**config.mk**
```make
export PLATFORM = sky130hd
export DESIGN_NAME = sii_top
export DESIGN_NICKNAME = d
export VERILOG_FILES = /design/src/rtl/sii_sync.v /design/src/rtl/sii_top.v
export VERILOG_INCLUDE_DIRS = /design/src /design/src/rtl
export SDC_FILE = /design/constraint.sdc
export NUM_CORES = 1
export LEC_CHECK = 0
export BUFFER_PORTS_ARGS = -buffer_cell sky130_fd_sc_hd__buf_4
export CORE_ASPECT_RATIO = 2
export CORE_MARGIN = 10
export CORE_UTILIZATION = 25
export CTS_BUF_LIST = sky130_fd_sc_hd__clkbuf_8
export DETAILED_ROUTE_END_ITERATION = 6
export GPL_TIMING_DRIVEN = 1
export SLEW_MARGIN = 20
export SYNTH_ARGS = -nofsm -noshare
export SYNTH_HDL_FRONTEND = slang
export SYNTH_HIERARCHICAL = 1
export SYNTH_SLANG_ARGS = --single-unit
```
**constraint.sdc**
```tcl
create_clock -name aclk -period 4.5 [get_ports aclk]
set_input_delay 0.45 -clock aclk [delete_from_list [all_inputs] [get_ports aclk]]
set_output_delay 0.45 -clock aclk [all_outputs]
set_load 0.01 [all_outputs]
```
**src/rtl/sii_map.vh**
```
/*
 Constants for the status indicator and identification dial block: register
 offsets, field positions, reset values, state codes and pattern timing.
 Assumes a 125 MHz aclk and a 32-bit AXI4-Lite register bus.
*/
// Operation
// - identification code equals tens dial times ten plus ones dial.
// - codes 01 to 159 become the explicit device identification value.
// - dials are captured once at startup; later changes wait for restart.
// - a reserved or invalid code keeps the previously valid identification.
// - readiness lamp is steady red when the dials were found invalid.
// - during startup refuse connections, lamp off; when ready, steady green.
// - readiness lamp flashes yellow while a firmware update runs.
// - supply, temperature or overload faults flash readiness green and yellow alternately.
// - state lamp off in Init, flashes at 2.5 Hz in Pre-Operational.
// - Safe-Operational gives a single pulse, 200 ms on, 1000 ms off.
// - state lamp is steady in Operational.
// - state lamp flashes at 10 Hz in Bootstrap.
// - fault lamp steady on critical error, off without error.
// - refused master state transition flashes fault lamp at 2.5 Hz.
// - fault lamp single pulse on application error, double on watchdog expiry.
// - sensor lamp green when power present, off when low, red on overload.
// - link lamp green while either bus port has a connection.
// - output lamp yellow when set, red when faulted; input lamp yellow when set.
// - channel lamps are numbered by process-data byte, then bit.
`ifndef SII_MAP_VH
`define SII_MAP_VH

// register byte offsets
`define SII_REG_CTRL 8'h00
`define SII_REG_FAULT 8'h04
`define SII_REG_CHAN 8'h08
`define SII_REG_IDSTORE 8'h0C
`define SII_REG_STATUS 8'h10

// control fields
`define SII_CTRL_READY 0
`define SII_CTRL_UPDATE 1
`define SII_CTRL_STATE_LO 8
`define SII_CTRL_STATE_HI 11

// fault fields
`define SII_FLT_CRIT 0
`define SII_FLT_CFG 1
`define SII_FLT_APP 2
`define SII_FLT_WDOG 3
`define SII_FLT_SNS_VOLT 8
`define SII_FLT_TEMP 9
`define SII_FLT_DRV_FAIL 10
`define SII_FLT_DRV_SURGE 11
`define SII_FLT_SNS_OVL 12
`define SII_FLT_SNS_PRES 16
`define SII_FLT_DRV_PRES 17

// reset values
`define SII_CTRL_RST 32'h00000000
`define SII_FAULT_RST 32'h00000000
`define SII_CHAN_RST 32'h00000000
`define SII_IDSTORE_RST 8'h00

// fieldbus state codes in the state field
`define SII_ST_INIT 4'h1
`define SII_ST_PREOP 4'h2
`define SII_ST_BOOT 4'h3
`define SII_ST_SAFEOP 4'h4
`define SII_ST_OP 4'h8

// identification code range
`define SII_ID_MIN 8'h01
`define SII_ID_MAX 8'h9F
`define SII_ONES_MAX 4'h9
`define SII_SETTLE_CYC 3'h7

// timing: clock in kHz gives cycles per millisecond
`define SII_CLK_KHZ 125000
`define SII_SLOW_FREQ_DHZ 25
`define SII_FAST_FREQ_DHZ 100
`define SII_SLOW_HALF_MS (5000 / `SII_SLOW_FREQ_DHZ)
`define SII_FAST_HALF_MS (5000 / `SII_FAST_FREQ_DHZ)
`define SII_PULSE_ON_MS 200
`define SII_PULSE_OFF_MS 1000
`define SII_SINGLE_PERIOD_MS (`SII_PULSE_ON_MS + `SII_PULSE_OFF_MS)
`define SII_DOUBLE_PERIOD_MS (3 * `SII_PULSE_ON_MS + `SII_PULSE_OFF_MS)

// bus responses
`define SII_RESP_OKAY 2'b00
`define SII_RESP_SLVERR 2'b10

`endif

```
**src/rtl/sii_sync.v**
```verilog
/*
 Three-stage input synchroniser for pins from outside the clock domain.
 The output follows only when the second and third stages agree, so a
 single-cycle glitch never reaches the logic. Assumes aclk is free running.
*/
`timescale 1ns/100ps
module sii_sync #(
    parameter W = 1
) (
    input wire aclk,
    input wire aresetn,
    input wire [W-1:0] pin_in,
    output reg [W-1:0] sync_out
);

reg [W-1:0] s1_ff;
reg [W-1:0] s2_ff;
reg [W-1:0] s3_ff;

// first stage feeds only the second stage
always @(posedge aclk) begin
    if (!aresetn) begin
        s1_ff <= {W{1'b0}};
        s2_ff <= {W{1'b0}};
        s3_ff <= {W{1'b0}};
        sync_out <= {W{1'b0}};
    end else begin
        s1_ff <= pin_in;
        s2_ff <= s1_ff;
        s3_ff <= s2_ff;
        if (s2_ff == s3_ff) begin
            sync_out <= s3_ff;
        end
    end
end

endmodule // sii_sync

```
**src/rtl/sii_top.v**
```verilog
/*
 Status indicator and identification dial logic. Captures the two dials once
 after reset, forms the identification value, and drives every front-panel
 lamp from register state written by firmware, from the dial check and from link pins.
 Assumes an AXI4-Lite master with one write and one read outstanding, and
 firmware that restores the last valid identification into the id store.
*/
`timescale 1ns/100ps
`include "sii_map.vh"
module sii_top #(
    parameter MS_CYC = `SII_CLK_KHZ
) (
    input wire aclk,
    input wire aresetn,
    input wire [7:0] s_axi_awaddr,
    input wire s_axi_awvalid,
    output wire s_axi_awready,
    input wire [31:0] s_axi_wdata,
    input wire [3:0] s_axi_wstrb,
    input wire s_axi_wvalid,
    output wire s_axi_wready,
    output reg [1:0] s_axi_bresp,
    output reg s_axi_bvalid,
    input wire s_axi_bready,
    input wire [7:0] s_axi_araddr,
    input wire s_axi_arvalid,
    output wire s_axi_arready,
    output reg [31:0] s_axi_rdata,
    output reg [1:0] s_axi_rresp,
    output reg s_axi_rvalid,
    input wire s_axi_rready,
    input wire [3:0] tens_dial,
    input wire [3:0] ones_dial,
    input wire upstream_bus_port_link,
    input wire downstream_bus_port_link,
    output reg [7:0] dev_id,
    output reg dev_id_valid,
    output reg conn_enable,
    output reg ready_lamp_green,
    output reg ready_lamp_yellow,
    output reg ready_lamp_red,
    output reg state_lamp,
    output reg fault_lamp,
    output reg sensor_supply_lamp_green,
    output reg sensor_supply_lamp_red,
    output reg drive_power_lamp,
    output reg link_lamp,
    output reg [7:0] in_lamp_byte0,
    output reg [7:0] out_lamp_byte0_yellow,
    output reg [7:0] out_lamp_byte0_red
);
// pattern limits kept at full integer width; compares widen the counters
localparam [31:0] MS_LAST = MS_CYC - 1;
localparam [31:0] SLOW_LAST = `SII_SLOW_HALF_MS - 1;
localparam [31:0] FAST_LAST = `SII_FAST_HALF_MS - 1;
localparam [31:0] PULSE_ON = `SII_PULSE_ON_MS;
localparam [31:0] SINGLE_LAST = `SII_SINGLE_PERIOD_MS - 1;
localparam [31:0] DOUBLE_LAST = `SII_DOUBLE_PERIOD_MS - 1;
wire [7:0] dial_sync;
wire [1:0] link_sync;
sii_sync #(.W(8)) u_dial_sync (
    .aclk(aclk),
    .aresetn(aresetn),
    .pin_in({tens_dial, ones_dial}),
    .sync_out(dial_sync)
);
sii_sync #(.W(2)) u_link_sync (
    .aclk(aclk),
    .aresetn(aresetn),
    .pin_in({upstream_bus_port_link, downstream_bus_port_link}),
    .sync_out(link_sync)
);
// register bus slave
reg aw_got_ff, w_got_ff, rd_hit;
reg [7:0] awaddr_ff, idstore_ff;
reg [3:0] wstrb_ff;
reg [31:0] wdata_ff, ctrl_ff, fault_ff, chan_ff, nxt_wreg, wold, rd_mux;
wire wr_fire;
integer bi;
// new address or data only while no response is pending
assign s_axi_awready = ~aw_got_ff & ~s_axi_bvalid;
assign s_axi_wready = ~w_got_ff & ~s_axi_bvalid;
assign s_axi_arready = ~s_axi_rvalid;
assign wr_fire = aw_got_ff & w_got_ff & ~s_axi_bvalid;
// byte-lane merge of the stored write onto the addressed register
always @* begin
    case (awaddr_ff)
        `SII_REG_CTRL: wold = ctrl_ff;
        `SII_REG_FAULT: wold = fault_ff;
        `SII_REG_CHAN: wold = chan_ff;
        `SII_REG_IDSTORE: wold = {24'h000000, idstore_ff};
        default: wold = 32'h00000000;
    endcase
    nxt_wreg = wold;
    for (bi = 0; bi < 4; bi = bi + 1) begin
        if (wstrb_ff[bi]) begin
            nxt_wreg[bi*8 +: 8] = wdata_ff[bi*8 +: 8];
        end
    end
end
// address and data are taken in either order, then written together
always @(posedge aclk) begin
    if (!aresetn) begin
        aw_got_ff <= 1'b0;
        w_got_ff <= 1'b0;
        awaddr_ff <= 8'h00;
        wdata_ff <= 32'h00000000;
        wstrb_ff <= 4'h0;
        s_axi_bvalid <= 1'b0;
        s_axi_bresp <= `SII_RESP_OKAY;
        ctrl_ff <= `SII_CTRL_RST;
        fault_ff <= `SII_FAULT_RST;
        chan_ff <= `SII_CHAN_RST;
        idstore_ff <= `SII_IDSTORE_RST;
    end else begin
        if (s_axi_awvalid && s_axi_awready) begin
            aw_got_ff <= 1'b1;
            awaddr_ff <= {s_axi_awaddr[7:2], 2'b00};
        end
        if (s_axi_wvalid && s_axi_wready) begin
            w_got_ff <= 1'b1;
            wdata_ff <= s_axi_wdata;
            wstrb_ff <= s_axi_wstrb;
        end
        if (wr_fire) begin
            aw_got_ff <= 1'b0;
            w_got_ff <= 1'b0;
            s_axi_bvalid <= 1'b1;
            s_axi_bresp <= `SII_RESP_OKAY;
            case (awaddr_ff)
                `SII_REG_CTRL: ctrl_ff <= nxt_wreg;
                `SII_REG_FAULT: fault_ff <= nxt_wreg;
                `SII_REG_CHAN: chan_ff <= nxt_wreg;
                `SII_REG_IDSTORE: idstore_ff <= nxt_wreg[7:0];
                // status is read-only, so a write there is refused as well
                default: s_axi_bresp <= `SII_RESP_SLVERR;
            endcase
        end else if (s_axi_bvalid && s_axi_bready) begin
            s_axi_bvalid <= 1'b0;
        end
    end
end
// identification capture
reg [2:0] settle_ff;
reg captured_ff, dial_bad_ff;
reg [7:0] dial_code_ff;
wire [3:0] tens_s, ones_s;
wire [7:0] code_now;
wire code_ok;
assign tens_s = dial_sync[7:4];
assign ones_s = dial_sync[3:0];
assign code_now = {1'b0, tens_s, 3'b000} + {3'b000, tens_s, 1'b0} + {4'h0, ones_s};
assign code_ok = (ones_s <= `SII_ONES_MAX) && (code_now >= `SII_ID_MIN)
    && (code_now <= `SII_ID_MAX);
// sampling waits until the synchroniser has filled with the dial level
always @(posedge aclk) begin
    if (!aresetn) begin
        settle_ff <= 3'h0;
        captured_ff <= 1'b0;
        dial_bad_ff <= 1'b0;
        dial_code_ff <= 8'h00;
    end else if (!captured_ff) begin
        if (settle_ff == `SII_SETTLE_CYC) begin
            captured_ff <= 1'b1;
            dial_code_ff <= code_now;
            dial_bad_ff <= ~code_ok;
        end else begin
            settle_ff <= settle_ff + 3'h1;
        end
    end
end
always @(posedge aclk) begin
    if (!aresetn) begin
        dev_id <= 8'h00;
        dev_id_valid <= 1'b0;
    end else begin
        dev_id <= dial_bad_ff ? idstore_ff : dial_code_ff;
        dev_id_valid <= captured_ff;
    end
end
// read mux; status shows the block's own capture result
always @* begin
    rd_hit = 1'b1;
    case ({s_axi_araddr[7:2], 2'b00})
        `SII_REG_CTRL: rd_mux = ctrl_ff;
        `SII_REG_FAULT: rd_mux = fault_ff;
        `SII_REG_CHAN: rd_mux = chan_ff;
        `SII_REG_IDSTORE: rd_mux = {24'h000000, idstore_ff};
        `SII_REG_STATUS: rd_mux = {11'h000, link_lamp, dial_code_ff, 2'b00,
            captured_ff, dial_bad_ff, dev_id};
        default: begin
            rd_mux = 32'h00000000;
            rd_hit = 1'b0;
        end
    endcase
end

// read answer one cycle after the address is taken
always @(posedge aclk) begin
    if (!aresetn) begin
        s_axi_rvalid <= 1'b0;
        s_axi_rdata <= 32'h00000000;
        s_axi_rresp <= `SII_RESP_OKAY;
    end else if (s_axi_arvalid && s_axi_arready) begin
        s_axi_rvalid <= 1'b1;
        s_axi_rdata <= rd_mux;
        s_axi_rresp <= rd_hit ? `SII_RESP_OKAY : `SII_RESP_SLVERR;
    end else if (s_axi_rvalid && s_axi_rready) begin
        s_axi_rvalid <= 1'b0;
    end
end
// pattern timebase: one millisecond tick, then small counters in ms
reg [31:0] ms_cnt_ff;
reg [10:0] slow_cnt_ff, fast_cnt_ff, single_cnt_ff, double_cnt_ff;
reg ms_tick_ff, slow_ph_ff, fast_ph_ff;
wire single_on, double_on;
always @(posedge aclk) begin
    if (!aresetn) begin
        ms_cnt_ff <= 32'h00000000;
        ms_tick_ff <= 1'b0;
    end else begin
        ms_tick_ff <= (ms_cnt_ff == MS_LAST);
        ms_cnt_ff <= (ms_cnt_ff == MS_LAST) ? 32'h00000000 : ms_cnt_ff + 32'h00000001;
    end
end

// equal halves give 50 percent flashing
always @(posedge aclk) begin
    if (!aresetn) begin
        slow_cnt_ff <= 11'h000;
        fast_cnt_ff <= 11'h000;
        single_cnt_ff <= 11'h000;
        double_cnt_ff <= 11'h000;
        slow_ph_ff <= 1'b0;
        fast_ph_ff <= 1'b0;
    end else if (ms_tick_ff) begin
        slow_cnt_ff <= (slow_cnt_ff == SLOW_LAST) ? 11'h000 : slow_cnt_ff + 11'h001;
        fast_cnt_ff <= (fast_cnt_ff == FAST_LAST) ? 11'h000 : fast_cnt_ff + 11'h001;
        single_cnt_ff <= (single_cnt_ff == SINGLE_LAST) ? 11'h000 : single_cnt_ff + 11'h001;
        double_cnt_ff <= (double_cnt_ff == DOUBLE_LAST) ? 11'h000 : double_cnt_ff + 11'h001;
        if (slow_cnt_ff == SLOW_LAST) begin
            slow_ph_ff <= ~slow_ph_ff;
        end
        if (fast_cnt_ff == FAST_LAST) begin
            fast_ph_ff <= ~fast_ph_ff;
        end
    end
end
// 200 ms on then 1000 ms off
assign single_on = (single_cnt_ff < PULSE_ON);
// two pulses separated by an equal gap
assign double_on = (double_cnt_ff < PULSE_ON)
    || ((double_cnt_ff >= 2 * PULSE_ON) && (double_cnt_ff < 3 * PULSE_ON));
// lamp decode from register state
wire fw_ready, fw_update, supply_alarm;
wire [3:0] run_state;
reg nxt_green, nxt_yellow, nxt_red, nxt_state, nxt_fault;
assign fw_ready = ctrl_ff[`SII_CTRL_READY];
assign fw_update = ctrl_ff[`SII_CTRL_UPDATE];
assign run_state = ctrl_ff[`SII_CTRL_STATE_HI:`SII_CTRL_STATE_LO];
assign supply_alarm = fault_ff[`SII_FLT_SNS_VOLT] | fault_ff[`SII_FLT_TEMP]
    | fault_ff[`SII_FLT_DRV_FAIL] | fault_ff[`SII_FLT_DRV_SURGE]
    | fault_ff[`SII_FLT_SNS_OVL];

// readiness priority: dial fault, startup, update, supply alarm, ready
always @* begin
    nxt_green = 1'b0;
    nxt_yellow = 1'b0;
    nxt_red = 1'b0;
    if (dial_bad_ff) begin
        nxt_red = 1'b1;
    end else if (!fw_ready) begin
        nxt_green = 1'b0;
    end else if (fw_update) begin
        nxt_yellow = slow_ph_ff;
    end else if (supply_alarm) begin
        nxt_green = slow_ph_ff;
        nxt_yellow = ~slow_ph_ff;
    end else begin
        nxt_green = 1'b1;
    end
end

// state lamp follows the fieldbus state machine code
always @* begin
    case (run_state)
        `SII_ST_INIT: nxt_state = 1'b0;
        `SII_ST_PREOP: nxt_state = slow_ph_ff;
        `SII_ST_SAFEOP: nxt_state = single_on;
        `SII_ST_OP: nxt_state = 1'b1;
        `SII_ST_BOOT: nxt_state = fast_ph_ff;
        default: nxt_state = 1'b0;
    endcase
end

// fault lamp: the most severe error shown alone
always @* begin
    if (fault_ff[`SII_FLT_CRIT]) begin
        nxt_fault = 1'b1;
    end else if (fault_ff[`SII_FLT_WDOG]) begin
        nxt_fault = double_on;
    end else if (fault_ff[`SII_FLT_CFG]) begin
        nxt_fault = slow_ph_ff;
    end else if (fault_ff[`SII_FLT_APP]) begin
        nxt_fault = single_on;
    end else begin
        nxt_fault = 1'b0;
    end
end

// all lamps registered so that no decode glitch reaches a pin
always @(posedge aclk) begin
    if (!aresetn) begin
        conn_enable <= 1'b0;
        ready_lamp_green <= 1'b0;
        ready_lamp_yellow <= 1'b0;
        ready_lamp_red <= 1'b0;
        state_lamp <= 1'b0;
        fault_lamp <= 1'b0;
        sensor_supply_lamp_green <= 1'b0;
        sensor_supply_lamp_red <= 1'b0;
        drive_power_lamp <= 1'b0;
        link_lamp <= 1'b0;
        in_lamp_byte0 <= 8'h00;
        out_lamp_byte0_yellow <= 8'h00;
        out_lamp_byte0_red <= 8'h00;
    end else begin
        conn_enable <= fw_ready & captured_ff;
        ready_lamp_green <= nxt_green;
        ready_lamp_yellow <= nxt_yellow;
        ready_lamp_red <= nxt_red;
        state_lamp <= nxt_state;
        fault_lamp <= nxt_fault;
        // overload red, else green when present
        sensor_supply_lamp_red <= fault_ff[`SII_FLT_SNS_OVL];
        sensor_supply_lamp_green <= fault_ff[`SII_FLT_SNS_PRES] & ~fault_ff[`SII_FLT_SNS_OVL];
        drive_power_lamp <= fault_ff[`SII_FLT_DRV_PRES];
        link_lamp <= link_sync[1] | link_sync[0];
        // byte 0, bit index per lamp
        in_lamp_byte0 <= chan_ff[23:16];
        out_lamp_byte0_yellow <= chan_ff[7:0] & ~chan_ff[15:8];
        out_lamp_byte0_red <= chan_ff[15:8];
    end
end

endmodule // sii_top

```
# After elaboration in Yosys (flattened, before gate mapping)
# Index checks and enable logic that the tools add are counted.
# Widths: inputs -> output; s select.
# word_totals
memories,0
wordCells,164
latch_bits,0
ram_bits,0
regBits,361
romBits,0
# op_classes
eq_ne,19
addsub,8
mul,0
reduce_logical,27
n_mux,29
n_shift,0
bitwise_logic,25
magnitude_cmp,7
n_div,0
# op_table
op,count
$pmux 32 s5,1
$pmux 32 s3,1
$add 11x1->11 const B,4
$mux 11,4
$mux 8,5
$add 32x1->32 const B,1
$eq 32x17->1 const B,1
$eq 6x2->1 const B,4
$eq 11x11->1 const B,2
$lt 11x8->1 const B,2
$reduce_and 2->1,8
$mux 1,15
$eq 6x1->1 const B,2
$not 1->1,12
$eq 11x6->1 const B,1
$eq 11x8->1 const B,1
$ge 11x9->1 const B,1
$lt 11x10->1 const B,1
$add 7x5->8,1
$add 8x4->8,1
$and 8x8->8,1
$eq 4x2->1 const B,2
$eq 8x8->1,1
$ge 8x1->1 const B,1
22 further kinds,42

# Longest topological paths before layout
# Gate-level depths: netlist of the first run.
# logic_depth
word_depth,6
ltp_mapped,9
ltp_nobuf,8

# Cells and area by module
# Netlist of the first run, hierarchy kept.
# modules_own_cells
mod,area_each_um2,seq_area_each_um2,cells_per_inst,n_inst
sii_top,14310.0,6386.1,1671,1
sii_sync at u_dial_sync,1041.0,640.6,95,1
sii_sync at u_link_sync,271.5,160.2,25,1

# Worst setup path after synthesis of the first run
# No wires, ideal clock.
# synth_path
path_kind,register -> register
startpoint,reg u_dial_sync.sync_out[3]
endpoint,reg dial_code_ff[6]
period_less_slack_ns,2.124
slack_ns,2.376
path_stages_with_launch,9
path_buffers,0
arrival_time_ns,2.002
setup_ns,0.122
path_cell_list,dfxtp_1 -> inv_1 -> fa_1 -> inv_1 -> fa_1 -> a21o_1 -> a21oi_1 -> xor2_1 -> o21ai_0
# synth_between
elab_chain_cells,1
# synth_lines
element,line_no,rtl
start: declaration,sii_sync.v:13,output reg [W-1:0] sync_out
start signal: assignment,sii_sync.v:26,sync_out <= {W{1'b0}};
$add 8x4->8,sii_top.v:152,"assign code_now = {1'b0, tens_s, 3'b000} + {3'b000, tens_s, 1'b0} + {4'h0, ones_s};"
end signal: assignment,sii_top.v:165,dial_code_ff <= code_now;
end: declaration,sii_top.v:146,reg [7:0] dial_code_ff;
# Every way passes these cells.
# A chain may end at the register's enable or synchronous reset.

# Final worst setup path of the first run
# layout_path
startpoint,reg awaddr_ff[7]
endpoint,reg fault_ff[12]
# layout_between
elab_chain_cells,3
word_cells_on_any_way,6
cone_classes,3 x eq/ne; 2 x mux; 1 x reduce/logical
# layout_lines
element,line_no,rtl
start: declaration,sii_top.v:75,"reg [7:0] awaddr_ff, idstore_ff;"
start signal: assignment,sii_top.v:118,"awaddr_ff <= {s_axi_awaddr[7:2], 2'b00};"
$eq 6x2->1 or $eq 6x1->1 (tied branches),"sii_top.v:87, sii_top.v:130",
$pmux 32 s3,sii_top.v:87,case (awaddr_ff)
$mux 8,sii_top.v:96,if (wstrb_ff[bi]) begin
end signal: assignment,sii_top.v:112,fault_ff <= `SII_FAULT_RST;
end signal: assignment,sii_top.v:132,`SII_REG_FAULT: fault_ff <= nxt_wreg;
end: declaration,sii_top.v:77,"reg [31:0] wdata_ff, ctrl_ff, fault_ff, chan_ff, nxt_wreg, wold, rd_mux;"
# Parallel ways exist; a longest one is shown, timed or not.

==> flow_metrics.py, run 1 <==
metrics = {
    "outcome": {
        "violations": "DRC",
        "status": "finished with violations",
    },
    "pwr": {
        "switching_share_pct": 25.9,
        "pwr-share-comb_pct": 8.3,
        "pwr-share-clk_pct": 45.2,
        "seqPwrFrac_pct": 46.5,
        "powerDensity_mw_per_mm2": 377,
        "power.internal_uw": 5260,
        "net-switching-power_uw": 1840,
        "totalPowerFinal_uw": 7090,
        "p_leak_uw": 0.00688,
        "ir_drop_v": 0.000190,
    },
    "die": {
        "die_x_um": 197,
        "start_util_pct": 25.2,
        "core_mm2": 0.0620,
        "num_rows": 129,
        "die_area_mm2": 0.0735,
        "chipHeight_um": 374,
        "ios": 153,
    },
    "finish": {
        "drive_gt1_share_pct": 15.2,
        "syn2layout_area_growth_pct": 20.4,
        "fin_nets": 1986,
        "fin_cells": 2732,
    },
    "logic_synthesis": {
        "synthCells": 1791,
        "synth_area_leaders": "dfxtp_1 46%, nand2_1 6.5%, o21ai_0 4.8%",
        "ys_types": 69,
        "ys_top_cells_by_count": "359 x dfxtp_1, 271 x nand2_1, 149 x o21ai_0",
        "synth_top_area_share_pct": 46.0,
        "ys.flop_type": "dfxtp_1",
        "yosysTopAreaCell": "dfxtp_1",
        "netlist_area_mm2": 0.0156,
        "synth_warnings": 6,
        "avgSynthCellArea_um2": 8.72,
        "async_reset_ff_share_pct": 0,
        "seq_area_frac_synth_pct": 46.0,
        "yosysMostFrequentCell": "dfxtp_1",
        "synth-seq-cells": 359,
        "synth_edf_count": 0,
    },
    "global_route": {
        "first_global_vias": 13728,
        "overflow": 0,
        "grt_antenna_before_repair": 3,
        "grt_use_total_pct": 13.8,
        "grt_max_degree": 82,
        "grt_pass1_wl_um": 79800,
    },
    "worst_setup_path": {
        "cp_data_arrival_time_ns": 3.34,
        "startpoint_type": "register",
        "critical_path.most_common_cell": "buf_4",
        "worstSetupEndpoint": "fault_ff[12]$_SDFFE_PN0P_",
        "crit_fanout": 42,
        "slowest_delay_ns": 0.55,
        "ff2ff_setup_slack_ns": 1.71,
        "end_kind": "register",
        "slowest_stage": "nand4b_1",
        "crit_required_ns": 5.05,
        "r2r-start": "awaddr_ff[7]$_SDFFE_PN0P_",
        "path_class": "register to register",
        "cp_cell_sequence": "or4_1, buf_4, nor2_1, nand4b_1, buf_4, o21ai_0",
        "ff2ff_path_depth": 6,
        "cp-startpoint": "awaddr_ff[7]$_SDFFE_PN0P_",
        "r2r-end": "fault_ff[12]$_SDFFE_PN0P_",
    },
    "clock_network": {
        "clkTransAtPathRegs_ns": 0.07,
        "htreeDepth": 2,
        "clock_path_buffers": 3,
        "cts_made_buffers": 54,
        "cts-root-buf": "clkbuf_8",
        "cts_setup_buffers": 0,
        "cts_resized": 0,
        "cts_tree": "yes",
        "cts.sinks": 359,
        "worstSkewPairLatency_ns": 0.66,
    },
    "placed_design": {
        "dp_cells": 2620,
        "dp_hpwl_um": 36100,
        "routabilityCongestion": 0.871,
        "port_buffers": 146,
    },
    "route": {
        "wl_per_cell_um": 19.2,
        "drcViolationCount": 1,
        "viasPerCell": 5.04,
        "routed_wl_um": 52600,
        "ant_nets": 0,
        "drt_iter0_drc": 953,
        "via_count": 13778,
        "drtPass1Iterations": 7,
    },
    "sta": {
        "slew_headroom_pct": 30.3,
        "max_freq_mhz": 359,
        "finalHoldViolCount": 0,
        "setup_viol": 0,
        "fin_setup_tns_ns": 0,
        "fin_crit_sh_pct": 61.9,
        "tightest_slew_ns": 1.05,
        "skew_ns": 0.0521,
        "grt_setup_unrepaired": "no",
        "period_needed_ns": 2.79,
        "drv_slew": 0,
    },
    "worst_hold_path": {
        "hp-class": "input pin to register",
    },
    "run": {
        "cap_violations": 0,
    },
}
[power by group through the flow]
stage	logic, uW	registers [uW]	clock network (uW)
2_1_floorplan	376	3340	0
3_3_place_gp	567	3360	0
3_5_place_dp	578	3370	0
4_1_cts	586	3290	3300
5_1_grt	641	3300	3430
6_report	589	3300	3210
[registers in the layout (all words and copies together), names as in the netlist, 6 cells and up]
signal,flops
awaddr_ff,6
chan_ff,32
ctrl_ff,32
dev_id,8
dial_code_ff,8
double_cnt_ff,11
fast_cnt_ff,11
fault_ff,32
idstore_ff,8
in_lamp_byte0,8
ms_cnt_ff,32
out_lamp_byte0_red,8
out_lamp_byte0_yellow,8
s_axi_rdata,32
single_cnt_ff,11
slow_cnt_ff,11
u_dial_sync/s1_ff,8
u_dial_sync/s2_ff,8
u_dial_sync/s3_ff,8
u_dial_sync/sync_out,8
wdata_ff,32
[metal layers]
metal	vias to the layer above	routed length (um)	GRT usage [%]	share of wire [%]
li1	6515	-	-	-
met1	6476	19900	15.1	38
met2	629	25500	23.5	48
met3	154	4320	3.33	8.2
met4	4	2800	8.27	5.3
met5	-	25	0	0.048
[worst min-delay path by stage]
| stage | from | endpoint | slack [ns] | cells past startpoint |
|---|---|---|---|---|
| after floorplan | u_dial_sync/s1_ff[0]$_SDFF_PN0_ | u_dial_sync/s2_ff[0]$_SDFF_PN0_ | 0.41 | 1 |
| after global placement | u_dial_sync/s1_ff[0]$_SDFF_PN0_ | u_dial_sync/s2_ff[0]$_SDFF_PN0_ | 0.43 | 1 |
| after detailed placement | u_link_sync/s1_ff[0]$_SDFF_PN0_ | u_link_sync/s2_ff[0]$_SDFF_PN0_ | 0.42 | 1 |
| after CTS | ones_dial[3] | u_dial_sync/s1_ff[3]$_SDFF_PN0_ | 0.003 | 2 |
| after global routing | ones_dial[3] | u_dial_sync/s1_ff[3]$_SDFF_PN0_ | 0.03 | 2 |
| final | s_axi_wdata[1] | wdata_ff[1]$_SDFFE_PN0P_ | 0.04 | 3 |
[kinds of logic (layout without fill, tap and decap cells)]
logic type      Yosys count  after routing  share of synthesized area [%]
buf+inv                 150            301                           3.86
other cells               1              5                         0.0240
compound gates          428            428                           17.8
fa+ha+maj                19             19                           1.60
flops                   359            359                           46.0
xor+xnor                 68             68                           3.81
simple gates            712            712                           22.8
mux                      54             54                           4.10
[per-stage QoR]
step	instance area, um^2	setup slack (ns)	hold slack (ns)	utilization [%]
6_report	18800	1.71	0.0415	30.3
5_1_grt	18800	1.66	0.0324	30.3
4_1_cts	18800	1.77	0.00324	30.3
3_5_place_dp	17400	1.73	0.424	28.1
3_3_place_gp	17400	1.79	0.428	28.1
2_1_floorplan	15600	2.38	0.412	-
[layout by cell type (no fill, tap or decap), types with 15 or more instances in the layout]
cell,synthesis,layout
a21boi_0,47,47
a21oi_1,66,66
a22o_1,26,26
and2_1,73,72
buf_4,3,167
clkbuf_8,0,70
dfxtp_1,359,358
ha_1,16,16
inv_1,21,30
mux2i_1,46,46
nand2_1,271,271
nand2b_1,35,35
nand3_1,32,32
nand4_1,22,22
nor2_1,115,115
nor2b_1,46,44
nor3_1,16,15
nor4_1,25,24
o21ai_0,149,149
o221ai_1,33,33
o31ai_1,33,33
or4_1,19,19
xnor2_1,39,39
xor2_1,29,29
[layout make-up]
type / count / area (um^2)
multi-input combinational: 1283 / 7880
fill: 6542 / 43200
timing repair buffer: 177 / 1360
tap: 786 / 983
clock buffer: 70 / 963
clock inverter: 30 / 342
sequential: 359 / 7190
inverter: 24 / 90.1
antenna: 3 / 7.51
[critical path: cells and delay by family, from the launching register on]
family / cells / cell delay, ns
AND/OR/NAND/NOR: 3 / 1.37
buffers and inverters: 2 / 0.78
flip-flops: 1 / 0.30
AO/OA/AOI/OAI: 1 / 0.20
[repair_timing]
action | CTS | global route
hold endpoints to repair | 9 | 0
hold buffers | 9 | 0
endpoints found under the setup margin | 0 | 0
No activity file was read; power rests on OpenSTA's default activity.
==> run 2, diff against run 1 <==
ABC_AREA = 1   (was not set)
clock period = 2.4 ns   (was 4.5 ns; I/O delays follow)
==> run 2 against run 1 <==
The run now ends clean. Clock-buffer cell count unchanged. Die area increased by 7.5%. Total power increased by 90%. Register-to-register slack got worse by 1.4 ns. Setup slack got worse by 1.4 ns. Routed wire length increased by 16%. Clock power increased by 81%. Via count increased by 22%. Worst hold slack improved by 0.072 ns. First-iteration DRC count increased by 11%. Maximum frequency increased by 31%.
==> flow_metrics.py, run 2 <==
metrics = {
    "sta": {
        "tightest_slew_ns": 0.697,
        "fin_crit_sh_pct": 88.6,
        "skew_ns": 0.0407,
        "slew_headroom_pct": 53.5,
        "max_freq_mhz": 470,
        "setup_viol": 0,
        "drv_slew": 0,
        "fin_setup_tns_ns": 0,
        "grt_setup_unrepaired": "no",
        "finalHoldViolCount": 0,
        "period_needed_ns": 2.13,
        "setup_slack_ns": 0.275,
        "whs_ns": 0.114,
    },
    "clock_network": {
        "cts_resized": 0,
        "worstSkewPairLatency_ns": 0.67,
        "cts_tree": "yes",
        "cts_setup_buffers": 0,
        "cts_made_buffers": 54,
        "postCtsHoldBufs": 66,
        "clock_path_buffers": 3,
        "cts.sinks": 359,
        "htreeDepth": 2,
        "cts-root-buf": "clkbuf_8",
        "clkTransAtPathRegs_ns": 0.07,
    },
    "finish": {
        "syn2layout_area_growth_pct": 23.4,
        "drive_gt1_share_pct": 11.7,
        "layout_commonest_cell": "nand2_1",
        "most-common-layout-cells": "578 x nand2_1, 386 x nor2_1, 359 x dfxtp_1",
        "nFillCells": 7307,
        "post-route-util_pct": 31.2,
        "fin_nets": 2794,
    },
    "global_route": {
        "met3_usage_pct": 2.76,
        "overflow": 0,
        "top_usage_layer": "met2",
        "first_global_vias": 16376,
        "grt_pass1_wl_um": 92900,
        "grt_use_total_pct": 15.0,
        "grt_use_met2_pct": 27.1,
        "grt_antenna_before_repair": 1,
        "met1_usage_pct": 14.8,
        "grt_max_degree": 74,
    },
    "placed_design": {
        "routabilityCongestion": 0.945,
        "preCtsSetupSlack_ns": 0.271,
        "dp_hpwl_um": 44700,
        "port_buffers": 146,
    },
    "pwr": {
        "seqPwrFrac_pct": 46.7,
        "totalPowerFinal_uw": 13500,
        "power.internal_uw": 9780,
        "net-switching-power_uw": 3680,
        "ir_drop_v": 0.000307,
        "powerDensity_mw_per_mm2": 645,
        "p_leak_uw": 0.00892,
        "switching_share_pct": 27.3,
        "pwr-share-comb_pct": 10.1,
        "pwr-share-clk_pct": 43.2,
    },
    "worst_setup_path": {
        "r2r-end": "dial_bad_ff$_SDFFE_PN0P_",
        "startpoint_type": "register",
        "path_class": "register to register",
        "ff2ff_setup_slack_ns": 0.27,
        "crit_fanout": 2,
        "end_kind": "register",
        "crit_required_ns": 2.96,
        "ff2ff_path_depth": 12,
        "r2r-start": "u_dial_sync/sync_out[3]$_SDFFE_PN0N_",
        "cp_data_arrival_time_ns": 2.68,
    },
    "logic_synthesis": {
        "synthCells": 2504,
        "avgSynthCellArea_um2": 6.75,
        "ys_top_cells_by_count": "578 x nand2_1, 387 x nor2_1, 359 x dfxtp_1",
        "synth_edf_count": 0,
        "yosysTopAreaCell": "dfxtp_1",
        "synth_top_area_share_pct": 42.5,
        "synth-seq-cells": 359,
        "ys.flop_type": "dfxtp_1",
        "seq_area_frac_synth_pct": 42.5,
        "synth_warnings": 6,
        "netlist_area_mm2": 0.0169,
        "synth_area_leaders": "dfxtp_1 43%, nand2_1 13%, nor2_1 8.6%",
        "async_reset_ff_share_pct": 0,
        "yosysMostFrequentCell": "nand2_1",
        "ys_types": 43,
    },
    "worst_hold_path": {
        "hp-class": "input pin to register",
        "worstHoldStart": "s_axi_wstrb[3]",
        "hold_depth": 3,
        "min_to": "wstrb_ff[3]$_SDFFE_PN0P_",
    },
    "route": {
        "drt_iter0_drc": 1054,
        "via_count": 16785,
        "drcViolationCount": 0,
        "drtPass1Iterations": 5,
        "ant_nets": 0,
        "wl_per_cell_um": 16.8,
        "routed_wl_um": 61000,
        "viasPerCell": 4.62,
    },
    "die": {
        "core_mm2": 0.0669,
        "num_rows": 134,
        "chipHeight_um": 388,
        "start_util_pct": 25.3,
        "die_area_mm2": 0.0790,
        "die_x_um": 204,
        "ios": 153,
    },
    "run": {
        "cap_violations": 0,
    },
    "outcome": {
        "status": "completed",
    },
}
run 2: logic make-up (layout without fill, tap and decap cells):
group                      Yosys count  in the layout  share of synthesized area [%]
buffers and inverters              463            707                           11.2
adders and majority gates           18             18                           1.42
and+or+nand+nor                   1318           1318                           33.5
AOI/OAI and AO/OA                  319            319                           9.96
other                                1              4                         0.0222
DFF                                359            359                           42.5
xor gates and xnor gates            26             26                           1.35
run 2: through the flow:
stage	instances	instance area, um^2
floorplan	2505	16900
global placement	3469	19000
detailed placement	3469	19000
CTS	3633	20800
global route	3634	20800
finish	3635	20800
run 2: power groups by stage:
stage / registers, uW / clock network (uW) / logic, uW
floorplan: 6350 / 0 / 840
global placement: 6420 / 0 / 1240
detailed placement: 6420 / 0 / 1260
CTS: 6280 / 5970 / 1350
global route: 6300 / 6160 / 1510
finish: 6280 / 5820 / 1350
run 2: area by class of cell:
cell class / count / area [um^2] / share of cell area (%)
clock inverter: 28 / 265 / 1.27
clock buffer: 70 / 963 / 4.62
tap: 884 / 1110 / 5.31
multi-input combinational: 1683 / 7840 / 37.6
antenna: 2 / 5.00 / 0.0240
timing repair buffer: 251 / 2140 / 10.3
inverter: 358 / 1350 / 6.46
sequential: 359 / 7190 / 34.5
run 2: worst max-delay path: stages (launching register included):
cell and delay, ns:
dfxtp_1 0.33, inv_1 0.07, fa_1 0.54, inv_1 0.07, fa_1 0.45, nand3_1 0.12
nand2_1 0.07, nand2_1 0.06, nand2_1 0.06, nand2_1 0.06, nor2_1 0.04, nor2_1 0.09
nor2_1 0.04
run 2: metal layers:
layer	up-vias	wire (um)
li1	8326	-
met1	7765	21700
met2	506	31400
met3	188	3190
met4	0	4710
met5	-	0
run 2: how the worst max path moves through the flow:
| stage | startpoint | to | cells after the start |
|---|---|---|---|
| 4_1_cts | u_dial_sync/sync_out[3]$_SDFFE_PN0N_ | dial_bad_ff$_SDFFE_PN0P_ | 12 |
| 3_5_place_dp | u_dial_sync/sync_out[4]$_SDFFE_PN0N_ | dial_bad_ff$_SDFFE_PN0P_ | 12 |
| 6_report | u_dial_sync/sync_out[3]$_SDFFE_PN0N_ | dial_bad_ff$_SDFFE_PN0P_ | 12 |
| 2_1_floorplan | u_dial_sync/sync_out[3]$_SDFFE_PN0N_ | dial_bad_ff$_SDFFE_PN0P_ | 12 |
| 5_1_grt | u_dial_sync/sync_out[4]$_SDFFE_PN0N_ | dial_bad_ff$_SDFFE_PN0P_ | 11 |
| 3_3_place_gp | u_dial_sync/sync_out[4]$_SDFFE_PN0N_ | dial_bad_ff$_SDFFE_PN0P_ | 12 |
